===== src/pkg/ioc_cfg.svh =====
// Offsets, field positions, reset values and counts for the oscillator control block.
// Assumes a 32-bit APB with byte addresses; one register per aligned word.
`ifndef IOC_CFG_SVH
`define IOC_CFG_SVH

// ****************************************************************
// Register map
// ****************************************************************
`define IOC_CTRL_IDX 8'ha9
`define IOC_CTRL_ADDR 12'h2a4
`define IOC_EXTCFG_ADDR 12'h300
`define IOC_IRQ_STAT_ADDR 12'h304
`define IOC_IRQ_CLR_ADDR 12'h308
`define IOC_IRQ_EN_ADDR 12'h30c

// ****************************************************************
// Control register fields and reset value
// ****************************************************************
`define IOC_BIT_ENABLE 7
`define IOC_BIT_READY 6
`define IOC_BIT_SUSPEND 5
`define IOC_BIT_SYNC 4
`define IOC_BIT_DITHER 3
`define IOC_BIT_UNUSED 2
`define IOC_DIV_HI 1
`define IOC_DIV_LO 0
`define IOC_CTRL_RESET 8'hc0
`define IOC_DIV_RESET 2'h0

// ****************************************************************
// External oscillator modes
// ****************************************************************
`define IOC_EXT_OFF 3'h0
`define IOC_EXT_CMOS 3'h2
`define IOC_EXT_CMOS_DIV2 3'h3
`define IOC_EXT_RC 3'h4
`define IOC_EXT_CAP 3'h5
`define IOC_EXT_XTAL 3'h6
`define IOC_EXT_XTAL_DIV2 3'h7
`define IOC_EXT_MODE_MSB 2

// ****************************************************************
// Interrupt bits
// ****************************************************************
`define IOC_IRQ_READY 0
`define IOC_IRQ_WAKE 1
`define IOC_IRQ_SYNC_DONE 2
`define IOC_IRQ_BITS 3

// ****************************************************************
// Timing counts
// ****************************************************************
`define IOC_DITHER_UPDATE 32
`define IOC_DITHER_PERIOD 384
`define IOC_DITHER_STEPS (`IOC_DITHER_PERIOD / `IOC_DITHER_UPDATE)
`define IOC_SYNC_TIMER_CLKS 3
`define IOC_SETTLE_CYCLES 16

`endif


===== src/pkg/ioc_pkg.sv =====
// Types shared by the oscillator control block and its post divider.
// Assumes ioc_cfg.svh for all numeric constants.
package ioc_pkg;

    // ****************************************************************
    // Oscillator states, one-hot
    // ****************************************************************
    typedef enum logic [3:0] {
        IOC_OFF = 4'h1,
        IOC_SETTLE = 4'h2,
        IOC_RUN = 4'h4,
        IOC_SUSP = 4'h8
    } ioc_state_t;

    // Ownership of the two crystal pins by the external oscillator
    typedef struct packed {
        logic crystalInOwned;
        logic crystalOutOwned;
    } ioc_pin_use_t;

    // Post divider state
    typedef struct packed {
        logic [2:0] count;
        logic tick;
    } ioc_div_state_t;

    // Control block state, registered as one word
    typedef struct packed {
        ioc_state_t fsm;
        logic enable;
        logic suspend;
        logic dither;
        logic [1:0] divSel;
        logic syncFlag;
        logic [1:0] syncCount;
        logic [7:0] settleCount;
        logic timerClkPrev;
        logic [2:0] extMode;
        ioc_pin_use_t pins;
        logic [2:0] irqStatus;
        logic [2:0] irqEnable;
        logic [4:0] ditherTick;
        logic [3:0] ditherStep;
        logic signed [2:0] offset;
        logic [31:0] readData;
    } ioc_ctrl_state_t;

endpackage : ioc_pkg


===== src/rtl/ioc_osc_control.sv =====
// Oscillator control register, suspend and wake logic, dither generator, pin use.
// Assumes an APB master on clk and wake/timer inputs from other clock domains.
//
// Operation
// - Bit 7 enables the internal oscillator; reset value 1
// - Bit 6 reads 1 only while oscillator runs at programmed frequency
// - Writing 1 to bit 5 suspends the oscillator until wake
// - Any wake event resumes the oscillator without software help
// - Bit 4 high up to three timer clocks after non-timer wake
// - Bit 3 enables frequency dithering; resets to 0
// - Bits 1:0 post divide: 00 by 8, 01 by 4, 10 by 2, 11 by 1
// - Bit 2 reads zero and ignores writes
// - Crystal or resonator mode takes both crystal pins
// - Capacitor, RC or CMOS mode takes only the crystal output pin
// - Dither is a stepped triangle, period 384 cycles, step every 32
//
// The APB slave port was chosen for this implementation.
`timescale 1ns/1ns
`include "ioc_cfg.svh"

module ioc_osc_control #(
    parameter int WAKE_SOURCES = 4,
    parameter int SETTLE_CYCLES = `IOC_SETTLE_CYCLES
) (
    input wire logic clk,
    input wire logic rst,
    input wire logic psel,
    input wire logic penable,
    input wire logic pwrite,
    input wire logic [11:0] paddr,
    input wire logic [31:0] pwdata,
    output logic [31:0] prdata,
    output logic pready,
    output logic pslverr,
    input wire logic [WAKE_SOURCES-1:0] wakeSources,
    input wire logic wakeTimerEvent,
    input wire logic wakeTimerClk,
    output logic oscRunning,
    output logic oscReady,
    output logic sysClkTick,
    output logic signed [2:0] ditherOffset,
    output ioc_pkg::ioc_pin_use_t pinUse,
    output logic irq
);

    // ****************************************************************
    // Local constants
    // ****************************************************************
    localparam int SYNC_WIDTH = WAKE_SOURCES + 2;
    localparam int DITHER_STEPS = `IOC_DITHER_STEPS;
    localparam int DITHER_AMP = DITHER_STEPS / 4;
    localparam logic [7:0] RESET_CTRL = `IOC_CTRL_RESET;

    // Reset lands in the run state so the ready flag reads 1
    localparam ioc_pkg::ioc_ctrl_state_t RESET_STATE = '{
        fsm: ioc_pkg::IOC_RUN,
        enable: RESET_CTRL[`IOC_BIT_ENABLE],
        suspend: RESET_CTRL[`IOC_BIT_SUSPEND],
        dither: RESET_CTRL[`IOC_BIT_DITHER],
        divSel: `IOC_DIV_RESET,
        default: '0
    };

    // ****************************************************************
    // Pin synchronisers
    // ****************************************************************
    wire [SYNC_WIDTH-1:0] rawIn;
    wire [SYNC_WIDTH-1:0] syncIn;

    assign rawIn = {wakeTimerClk, wakeTimerEvent, wakeSources};

    // Two flops per asynchronous input; only the second stage feeds logic
    for (genvar i = 0; i < SYNC_WIDTH; i++) begin : g_sync
        logic stage1;
        logic stage2;
        always_ff @(posedge clk) begin
            if (rst) begin
                stage1 <= 1'b0;
                stage2 <= 1'b0;
            end else begin
                stage1 <= rawIn[i];
                stage2 <= stage1;
            end
        end
        assign syncIn[i] = stage2;
    end

    // ****************************************************************
    // Wake decode
    // ****************************************************************
    logic wakeExternal;
    logic wakeTimer;
    logic wakeAny;
    logic timerClkSync;
    logic timerRise;

    // Any source ends suspend; only non-timer ones need the sync wait
    assign wakeExternal = |syncIn[WAKE_SOURCES-1:0];
    assign wakeTimer = syncIn[WAKE_SOURCES];
    assign timerClkSync = syncIn[WAKE_SOURCES+1];
    assign wakeAny = wakeExternal | wakeTimer;

    // ****************************************************************
    // Register bus decode
    // ****************************************************************
    logic setupPhase;
    logic accessPhase;
    logic addrHit;
    logic ctrlWrite;
    logic extWrite;
    logic clrWrite;
    logic enWrite;
    logic [`IOC_IRQ_BITS-1:0] clrBits;

    // No wait states: every access phase completes at once
    assign setupPhase = psel & ~penable;
    assign accessPhase = psel & penable;
    assign addrHit = (paddr == `IOC_CTRL_ADDR) | (paddr == `IOC_EXTCFG_ADDR) |
        (paddr == `IOC_IRQ_STAT_ADDR) | (paddr == `IOC_IRQ_CLR_ADDR) |
        (paddr == `IOC_IRQ_EN_ADDR);
    assign ctrlWrite = accessPhase & pwrite & (paddr == `IOC_CTRL_ADDR);
    assign extWrite = accessPhase & pwrite & (paddr == `IOC_EXTCFG_ADDR);
    assign clrWrite = accessPhase & pwrite & (paddr == `IOC_IRQ_CLR_ADDR);
    assign enWrite = accessPhase & pwrite & (paddr == `IOC_IRQ_EN_ADDR);
    assign clrBits = clrWrite ? pwdata[`IOC_IRQ_BITS-1:0] : 3'h0;
    assign pready = accessPhase;
    assign pslverr = accessPhase & ~addrHit;

    // ****************************************************************
    // State and derived flags
    // ****************************************************************
    ioc_pkg::ioc_ctrl_state_t state;
    ioc_pkg::ioc_ctrl_state_t next_state;
    logic running;
    logic ready;
    logic [7:0] ctrlByte;
    logic [`IOC_IRQ_BITS-1:0] irqSet;
    logic signed [4:0] stepSigned;
    logic signed [4:0] offsetWide;

    // Oscillating while settling or running; ready only once settled
    assign running = (state.fsm == ioc_pkg::IOC_SETTLE) | (state.fsm == ioc_pkg::IOC_RUN);
    assign ready = (state.fsm == ioc_pkg::IOC_RUN);

    // Bit 2 always reads zero
    assign ctrlByte = {state.enable, ready, state.suspend, state.syncFlag,
        state.dither, 1'b0, state.divSel};

    // Triangle from step index: up from -amp to +amp, then back down
    assign stepSigned = $signed({1'b0, state.ditherStep});
    assign offsetWide = (state.ditherStep < 4'(DITHER_STEPS / 2)) ?
        stepSigned - signed'(5'(DITHER_AMP)) :
        signed'(5'(DITHER_STEPS - DITHER_AMP)) - stepSigned;

    // ****************************************************************
    // Next state
    // ****************************************************************
    always_comb begin
        next_state = state;
        irqSet = 3'h0;

        // Software writes; suspend only sticks with the oscillator enabled
        if (ctrlWrite) begin
            next_state.enable = pwdata[`IOC_BIT_ENABLE];
            next_state.suspend = pwdata[`IOC_BIT_SUSPEND] & pwdata[`IOC_BIT_ENABLE];
            next_state.dither = pwdata[`IOC_BIT_DITHER];
            next_state.divSel = pwdata[`IOC_DIV_HI:`IOC_DIV_LO];
        end
        if (extWrite) begin
            next_state.extMode = pwdata[`IOC_EXT_MODE_MSB:0];
        end
        if (enWrite) begin
            next_state.irqEnable = pwdata[`IOC_IRQ_BITS-1:0];
        end

        // Sync flag counts timer clock edges before the wake logic may reset it
        next_state.timerClkPrev = timerClkSync;
        if (state.syncFlag && timerRise) begin
            if (state.syncCount == 2'(`IOC_SYNC_TIMER_CLKS - 1)) begin
                next_state.syncFlag = 1'b0;
                irqSet[`IOC_IRQ_SYNC_DONE] = 1'b1;
            end else begin
                next_state.syncCount = state.syncCount + 2'h1;
            end
        end

        // Oscillator sequencing
        case (state.fsm)
            ioc_pkg::IOC_OFF: begin
                if (state.enable) begin
                    next_state.fsm = ioc_pkg::IOC_SETTLE;
                    next_state.settleCount = 8'h00;
                end
            end
            ioc_pkg::IOC_SETTLE: begin
                if (!state.enable) begin
                    next_state.fsm = ioc_pkg::IOC_OFF;
                end else if (state.suspend) begin
                    next_state.fsm = ioc_pkg::IOC_SUSP;
                end else if (state.settleCount == 8'(SETTLE_CYCLES - 1)) begin
                    next_state.fsm = ioc_pkg::IOC_RUN;
                    irqSet[`IOC_IRQ_READY] = 1'b1;
                end else begin
                    next_state.settleCount = state.settleCount + 8'h01;
                end
            end
            ioc_pkg::IOC_RUN: begin
                if (!state.enable) begin
                    next_state.fsm = ioc_pkg::IOC_OFF;
                end else if (state.suspend) begin
                    next_state.fsm = ioc_pkg::IOC_SUSP;
                end
            end
            ioc_pkg::IOC_SUSP: begin
                if (!state.enable) begin
                    next_state.fsm = ioc_pkg::IOC_OFF;
                end else if (wakeAny) begin
                    // Wake beats a suspend written in the same cycle
                    next_state.fsm = ioc_pkg::IOC_SETTLE;
                    next_state.settleCount = 8'h00;
                    next_state.suspend = 1'b0;
                    irqSet[`IOC_IRQ_WAKE] = 1'b1;
                    if (wakeExternal) begin
                        next_state.syncFlag = 1'b1;
                        next_state.syncCount = 2'h0;
                    end
                end
            end
            default: begin
                next_state.fsm = ioc_pkg::IOC_OFF;
            end
        endcase

        // Dither steps only while settled; limited to a small offset range
        if (state.dither && ready) begin
            if (state.ditherTick == 5'(`IOC_DITHER_UPDATE - 1)) begin
                next_state.ditherTick = 5'h00;
                if (state.ditherStep == 4'(DITHER_STEPS - 1)) begin
                    next_state.ditherStep = 4'h0;
                end else begin
                    next_state.ditherStep = state.ditherStep + 4'h1;
                end
            end else begin
                next_state.ditherTick = state.ditherTick + 5'h01;
            end
            next_state.offset = offsetWide[2:0];
        end else begin
            next_state.ditherTick = 5'h00;
            next_state.ditherStep = 4'h0;
            next_state.offset = 3'sh0;
        end

        // Pins owned by the external oscillator mode
        next_state.pins.crystalInOwned = (state.extMode == `IOC_EXT_XTAL) |
            (state.extMode == `IOC_EXT_XTAL_DIV2);
        next_state.pins.crystalOutOwned = next_state.pins.crystalInOwned |
            (state.extMode == `IOC_EXT_CMOS) | (state.extMode == `IOC_EXT_CMOS_DIV2) |
            (state.extMode == `IOC_EXT_RC) | (state.extMode == `IOC_EXT_CAP);

        // Sticky status; a set in the clear cycle wins
        next_state.irqStatus = (state.irqStatus & ~clrBits) | irqSet;

        // Read data captured in the setup phase, stable through access
        if (setupPhase) begin
            case (paddr)
                `IOC_CTRL_ADDR: next_state.readData = {24'h0, ctrlByte};
                `IOC_EXTCFG_ADDR: next_state.readData = {29'h0, state.extMode};
                `IOC_IRQ_STAT_ADDR: next_state.readData = {29'h0, state.irqStatus};
                `IOC_IRQ_EN_ADDR: next_state.readData = {29'h0, state.irqEnable};
                default: next_state.readData = 32'h0;
            endcase
        end
    end

    // State register
    always_ff @(posedge clk) begin
        if (rst) begin
            state <= RESET_STATE;
        end else begin
            state <= next_state;
        end
    end

    assign timerRise = timerClkSync & ~state.timerClkPrev;

    // ****************************************************************
    // Outputs
    // ****************************************************************
    assign prdata = state.readData;
    assign oscRunning = running;
    assign oscReady = ready;
    assign ditherOffset = state.offset;
    assign pinUse = state.pins;
    assign irq = |(state.irqStatus & state.irqEnable);

    // Post scaler runs only on a settled oscillator
    ioc_post_divider u_post_divider (
        .clk(clk),
        .rst(rst),
        .run(ready),
        .divSel(state.divSel),
        .sysClkTick(sysClkTick)
    );
endmodule : ioc_osc_control


===== src/rtl/ioc_post_divider.sv =====
// Post scaler for the internal oscillator: emits one tick per 8, 4, 2 or 1 cycles.
// Assumes clk stands in for the oscillator and run is high once it has settled.
`timescale 1ns/1ns
`include "ioc_cfg.svh"

module ioc_post_divider (
    input wire logic clk,
    input wire logic rst,
    input wire logic run,
    input wire logic [1:0] divSel,
    output logic sysClkTick
);

    // ****************************************************************
    // State
    // ****************************************************************
    ioc_pkg::ioc_div_state_t state;
    ioc_pkg::ioc_div_state_t next_state;
    logic [2:0] mask;

    // Terminal count per divide code; the counter free-runs so a code change
    // takes effect at once, at the price of one short first period
    always_comb begin
        next_state = state;
        case (divSel)
            2'b00: mask = 3'h7;
            2'b01: mask = 3'h3;
            2'b10: mask = 3'h1;
            2'b11: mask = 3'h0;
            default: mask = 3'h7;
        endcase
        if (run) begin
            next_state.count = state.count + 3'h1;
            next_state.tick = ((state.count & mask) == mask);
        end else begin
            next_state.count = 3'h0;
            next_state.tick = 1'b0;
        end
    end

    // State register
    always_ff @(posedge clk) begin
        if (rst) begin
            state <= '0;
        end else begin
            state <= next_state;
        end
    end

    assign sysClkTick = state.tick;
endmodule : ioc_post_divider


===== config.mk =====
export PLATFORM = sky130hd
export DESIGN_NAME = ioc_osc_control
export DESIGN_NICKNAME = d
export VERILOG_FILES = /design/src/pkg/ioc_pkg.sv /design/src/rtl/ioc_osc_control.sv /design/src/rtl/ioc_post_divider.sv
export VERILOG_INCLUDE_DIRS = /design/src /design/src/pkg
export SDC_FILE = /design/constraint.sdc
export NUM_CORES = 1
export LEC_CHECK = 0
export BUFFER_PORTS_ARGS = -buffer_cell sky130_fd_sc_hd__buf_2
export CAP_MARGIN = 20
export CORE_AREA = 4 4 95 97
export DETAILED_ROUTE_END_ITERATION = 7
export DIE_AREA = 0 0 99 101
export PLACE_DENSITY = 0.66
export SYNTH_ARGS = -nofsm -noshare
export SYNTH_HDL_FRONTEND = slang
export SYNTH_SLANG_ARGS = --single-unit

===== constraint.sdc =====
create_clock -name clk -period 2.1 [get_ports clk]
set_input_delay 0 -clock clk [delete_from_list [all_inputs] [get_ports clk]]
set_output_delay 0 -clock clk [all_outputs]
set_load 0.01 [all_outputs]

== Yosys cells after proc, flatten, opt, wreduce, memory -nomap -nowiden ==
Cells that the tools add are included.

* $add $sub $neg: 7
* Order comparisons: 1
* Equality and inequality tests: 32
* Multiplexer cells: 39
* Bitwise operators: 31
* Reductions and logical operators: 11

{| class="wikitable"
|+ Operator list
! operator !! number
|-
| $eq A12 B10 Y1 const B || 5
|-
| $mux W4 || 10
|-
| $mux W8 || 4
|-
| $pmux W8 S4 || 1
|-
| $pmux W8 S3 || 1
|-
| $mux W11 || 2
|-
| $pmux W4 S4 || 1
|-
| $mux W3 || 5
|-
| $mux W1 || 13
|-
| $eq A3 B3 Y1 const B || 4
|-
| $ne A2 B2 Y1 const B || 6
|-
| $pmux W3 S4 || 1
|-
| $or A1 B1 Y1 || 11
|-
| $and A1 B1 Y1 || 10
|-
| $and A3 B3 Y3 || 3
|-
| $add A8 B1 Y8 const B || 1
|-
| $eq A4 B4 Y1 const B || 2
|-
| $eq A8 B4 Y1 const B || 1
|-
| $reduce_and A7 Y1 || 1
|-
| $eq A2 B2 Y1 const B || 3
|-
| $eq A3 B2 Y1 const B || 2
|-
| $ne A3 B3 Y1 const B || 2
|-
| $reduce_or A3 Y1 || 2
|-
| $add A5 B1 Y5 const B || 1
|-
| 23 further kinds || 29
|}

* Flip-flop bits (word level): 92
* Bits of input ports: 55
* Output and inout port bits: 43
* Logic and storage cells: 153

== Logic depth before layout (Yosys ltp) ==
* Depth in word-level cells: 8
* Gate-level depth with buffers: 7
* Gate-level depth less buffers: 6

== Hierarchy ==
Synthesis repeated with hierarchy kept, for this count alone.

* Cell total of the unflattened synthesis: 370
* Area, all modules: 3221.8 µm²

{| class="wikitable"
|+ Modules (own cells, without submodules)
! module !! times used !! cells each !! area each (µm²) !! sequential area each (µm²)
|-
| ioc_osc_control || 1 || 355 || 3072.9 || 1281.2
|-
| ioc_post_divider || 1 || 15 || 148.9 || 80.1
|}

== Worst setup path before layout ==
OpenSTA, ideal clock, no wires.

* Path type: reg2reg
* Start point: reg state[74] in the netlist's numbering
* End point: reg state[61] in the netlist's numbering
* Setup time: 0.070 ns
* Arrival time: 1.951 ns
* Data required time: 2.030 ns
* Slack: 0.079 ns
* Stages on the path, launching flop included: 7
* Buffers on the path: 1
* Clock period less this slack: 2.021 ns
* Path through: dfxtp_1 -> buf_2 -> or4b_4 -> a2111oi_4 -> o21ai_2 -> or4_1 -> a21oi_1

* Longest elaborated chain between the ends: 3
* Elaborated cells on any way between the ends: 12
* Classes of those cells: eq/ne: 9; mux: 1; reduce/logical: 2

{| class="wikitable"
|+ Ends and longest elaborated chain
! element !! RTL line !! RTL
|-
| start, declared || ioc_osc_control.sv:132 || <nowiki>ioc_pkg::ioc_ctrl_state_t state;</nowiki>
|-
| start signal, assigned || ioc_osc_control.sv:280 || <nowiki>state <= next_state;</nowiki>
|-
| $eq A4 B2 Y1 (tied with other cells) || ioc_osc_control.sv:188 || <nowiki>case (state.fsm)</nowiki>
|-
| $ne A2 B2 Y1 (no source line) / $reduce_bool A3 Y1 (equally long branches) || -- ||
|-
| $reduce_and A7 Y1 (no source line) || -- ||
|}

Parallel ways exist; a longest one is shown, timed or not.
A chain may end at the register's enable or synchronous reset.

== Final worst setup path ==
* Start point: reg state[56] in the netlist's numbering
* End point: reg state[61] in the netlist's numbering

* Longest elaborated chain between the ends: 5
* Elaborated cells on any way between the ends: 8
* Classes of those cells: add/sub: 1; eq/ne: 2; mux: 4; reduce/logical: 1

{| class="wikitable"
|+ Ends and longest elaborated chain
! element !! RTL line !! RTL
|-
| $add A8 B1 Y8 || ioc_osc_control.sv:204 || <nowiki>next_state.settleCount = state.settleCount + 8'h01;</nowiki>
|-
| $mux W8 || ioc_osc_control.sv:200 || <nowiki>end else if (state.settleCount == 8'(SETTLE_CYCLES - 1)) begin</nowiki>
|-
| $mux W8 || ioc_osc_control.sv:198 || <nowiki>end else if (state.suspend) begin</nowiki>
|-
| $mux W8 || ioc_osc_control.sv:196 || <nowiki>if (!state.enable) begin</nowiki>
|-
| $pmux W8 S3 || ioc_osc_control.sv:188 ||
|}

Parallel ways exist; a longest one is shown, timed or not. The select of a mux whose other input is x is not followed.

==> out/qor.csv <==
stage,metric,value,unit
timing,minimum clock period,2010,ps
placement,gpl congestion,0.834,
power,VDD IR max,0.362,mV
power,P_leak,1.57,nW
grt,All-Layer GR Usage,13.8,%
power,Net Sw Frac,25.8,%
synth,largest cells by area after synthesis,"dfxtp_1 43%, buf_4 8.7%, nor2_1 4.8%",
power,total power draw,2.80,mW
placement,Placed Cells incl. Taps,495,
synth,Gate Count Post-Synth,357,
synth,synthesized cell area,3190,um^2
placement,Port-buffer cells,47,
power,PwrDens,750,nW/um^2
clock_tree,CTS tree,yes,
synth,Synth Area per Inst,8.93,um^2
die,Die ar.,10000,um^2
clock_tree,clock tree buffer depth,2,
timing,Slew HR,56.5,%
clock_tree,worst-skew pair later-pin latency,340,ps
power,sw power,0.724,mW
clock_tree,H-Tree Depth,3,
drt,Iter 0 DRT Violations,94,
die,I/O pin count,98,
die,Starting Density,39.2,%
power,Clock Power Share,37.6,%
timing,fin. max-slew vios,0,
synth,yosys warns,0,
grt,largest net degree at the start of global routing,28,
grt,Congestion Overflow GR,0,
synth,synth cell count leaders,"68 x dfxtp_1, 41 x nor2_1, 37 x buf_4",
finish,final core occ,45.9,%
clock_tree,TritonCTS buffer count,9,
timing,"Hold Vio Cnt, Final",0,
finish,fill count,791,
finish,layout cells sized above 1,20.3,%
die,Die Y,101,um
finish,final net count,477,
synth,sequential area share after synthesis,42.7,%
worst_setup_path,"Arr. time, crit path",2280,ps
placement,placed inst area,3410,um^2
die,core area,8130,um^2
hold_path,worst hold path class,in -> reg,
finish,Layout Cells excl Fill,524,
placement,hpwl dp,4.87,mm
timing,Fmax,498,MHz
finish,Antenna Cells,0,
drt,total wire length,6.57,mm
outcome,status,"complete, no violations",
timing,final hold slack,25.9,ps
timing,setup total negative slack,0,ps
worst_setup_path,Worst Setup Path Type,reg -> reg,
synth,post-synth top area cell,dfxtp_1,
timing,Final Setup Violations,0,
timing,skew final,11.5,ps
drt,average vias per placed instance,4.86,
synth,"flops & latches, synth",68,
synth,"Top FF cell, synth",dfxtp_1,
clock_tree,clk sink count,68,
worst_setup_path,crit-path max FO,4,
grt,first-pass GRT wire length,11.3,mm
synth,most frequent cell after synthesis,dfxtp_1,
timing,Worst Tran Pin Value,646,ps
die,Die Span X,99,um
drt,DR pass1 iterations,4,
finish,post-route cell area,3740,um^2
synth,Yosys top cell area share,42.7,%
clock_tree,Clock transition at path regs,80,ps
grt,initial antenna violation count,0,
timing,Final WS setup,90.0,ps
grt,vias in the first global route,2523,
drt,vias,2548,
run,# Max-Cap Violations,0,
power,Flop pwr share,48.7,%
placement,post-place setup slack,106,ps
synth,number of flops mapped to enable cells by yosys,0,
finish,Layout area overhead,17.2,%
worst_setup_path,CP startpoint kind,register,
synth,synth unique cells,52,
worst_setup_path,Worst Setup End Kind,register,
timing,period utilization,95.7,%
synth,"FFs w/ async S/R, synth",0,%
finish,FF/Latch Area,1360,um^2
drt,Detail Route Antenna Nets,0,
finish,multi-input gate area in the final layout,1550,um^2
drt,DR WL/cell,12.5,um
drt,DR DRC count,0,
power,Pint,2.08,mW
clock_tree,Clock Tree Root,clkbuf_8,
worst_setup_path,CP required,2370,ps
power,Comb pwr share,13.7,%
die,Std-Cell Rows,33,
[cell usage in the layout (no fill, tap or decap), types with 9 or more instances in the layout]
| cell type | netlist | routed |
|---|---|---|
| a21oi_1 | 16 | 16 |
| dlygate4sd3_1 | 0 | 12 |
| buf_2 | 2 | 47 |
| nand3_1 | 9 | 9 |
| mux2i_1 | 14 | 14 |
| buf_4 | 37 | 15 |
| nor3_1 | 10 | 10 |
| nand2_1 | 18 | 18 |
| clkbuf_8 | 0 | 10 |
| nor2b_1 | 16 | 16 |
| nand2b_1 | 9 | 9 |
| conb_1 | 1 | 24 |
| nor2_1 | 41 | 41 |
| dfxtp_1 | 68 | 66 |
[state kept, by name (all words and copies together), names as in the netlist]
register                   count
ctrlByte                       6
ditherOffset                   3
g_sync.stage1                  6
g_sync.stage2                  6
pinUse                         2
prdata                         8
state                         33
u_post_divider.state           3
u_post_divider.sysClkTick      1
[final cells by class]
| cell class | instances | area share (%) |
|---|---|---|
| clock buffer | 13 | 3.98 |
| tap | 105 | 3.52 |
| sequential | 68 | 36.5 |
| timing repair buffer | 74 | 12.5 |
| inverter | 8 | 0.803 |
| multi-input combinational | 253 | 41.4 |
| clock inverter | 3 | 1.24 |
[metal layers]
metal	track usage, %	wire length (um)	vias to the layer above
li1	-	-	1294
met1	16.8	3040	1175
met2	22.7	3000	69
met3	3.74	423	10
met4	6.30	109	0
met5	0	0	-
[timing repair]
item,in CTS,in global routing
gates resized for setup,0,3
buffers inserted,0,1
hold buffers,12,0
hold endpoints to repair,18,0
setup endpoints to repair,0,2
[critical path, stage by stage (launching register included)]
cell and delay [ps]:
dfxtp_2 340, ha_1 210, and3_4 190, a2111oi_4 430, o21ai_2 130, or4_1 510
a21oi_1 140
[path summary, 6_finish.rpt]
path                                        from  cells after the start  slack [ps]          endpoint
worst min-delay path                    paddr[5]                      3          30         prdata[2]
worst max register to register         state[56]                      6          90         state[61]
worst max-delay path                   state[56]                      6          90         state[61]
worst min register to register  g_sync[5].stage1                      1         440  g_sync[5].stage2
[power groups by stage]
| stage | logic (mW) | registers (mW) | clock network [mW] |
|---|---|---|---|
| after floorplan | 0.260 | 1.39 | 0 |
| after global placement | 0.358 | 1.39 | 0 |
| final | 0.384 | 1.37 | 1.05 |
| after detailed placement | 0.368 | 1.40 | 0 |
| after CTS | 0.387 | 1.37 | 1.08 |
| after global routing | 0.438 | 1.37 | 1.15 |
[logic make-up after synthesis]
kind of cell | Yosys count | synth area share, %
buffers and inverters | 59 | 11.6
and+or+nand+nor | 144 | 24.1
DFF | 68 | 42.7
other | 1 | 0.118
xor gates and xnor gates | 6 | 1.65
adders and majority gates | 8 | 3.14
muxes | 16 | 5.10
AOI/OAI and AO/OA | 55 | 11.6
(Power assumes the default switching activity.)
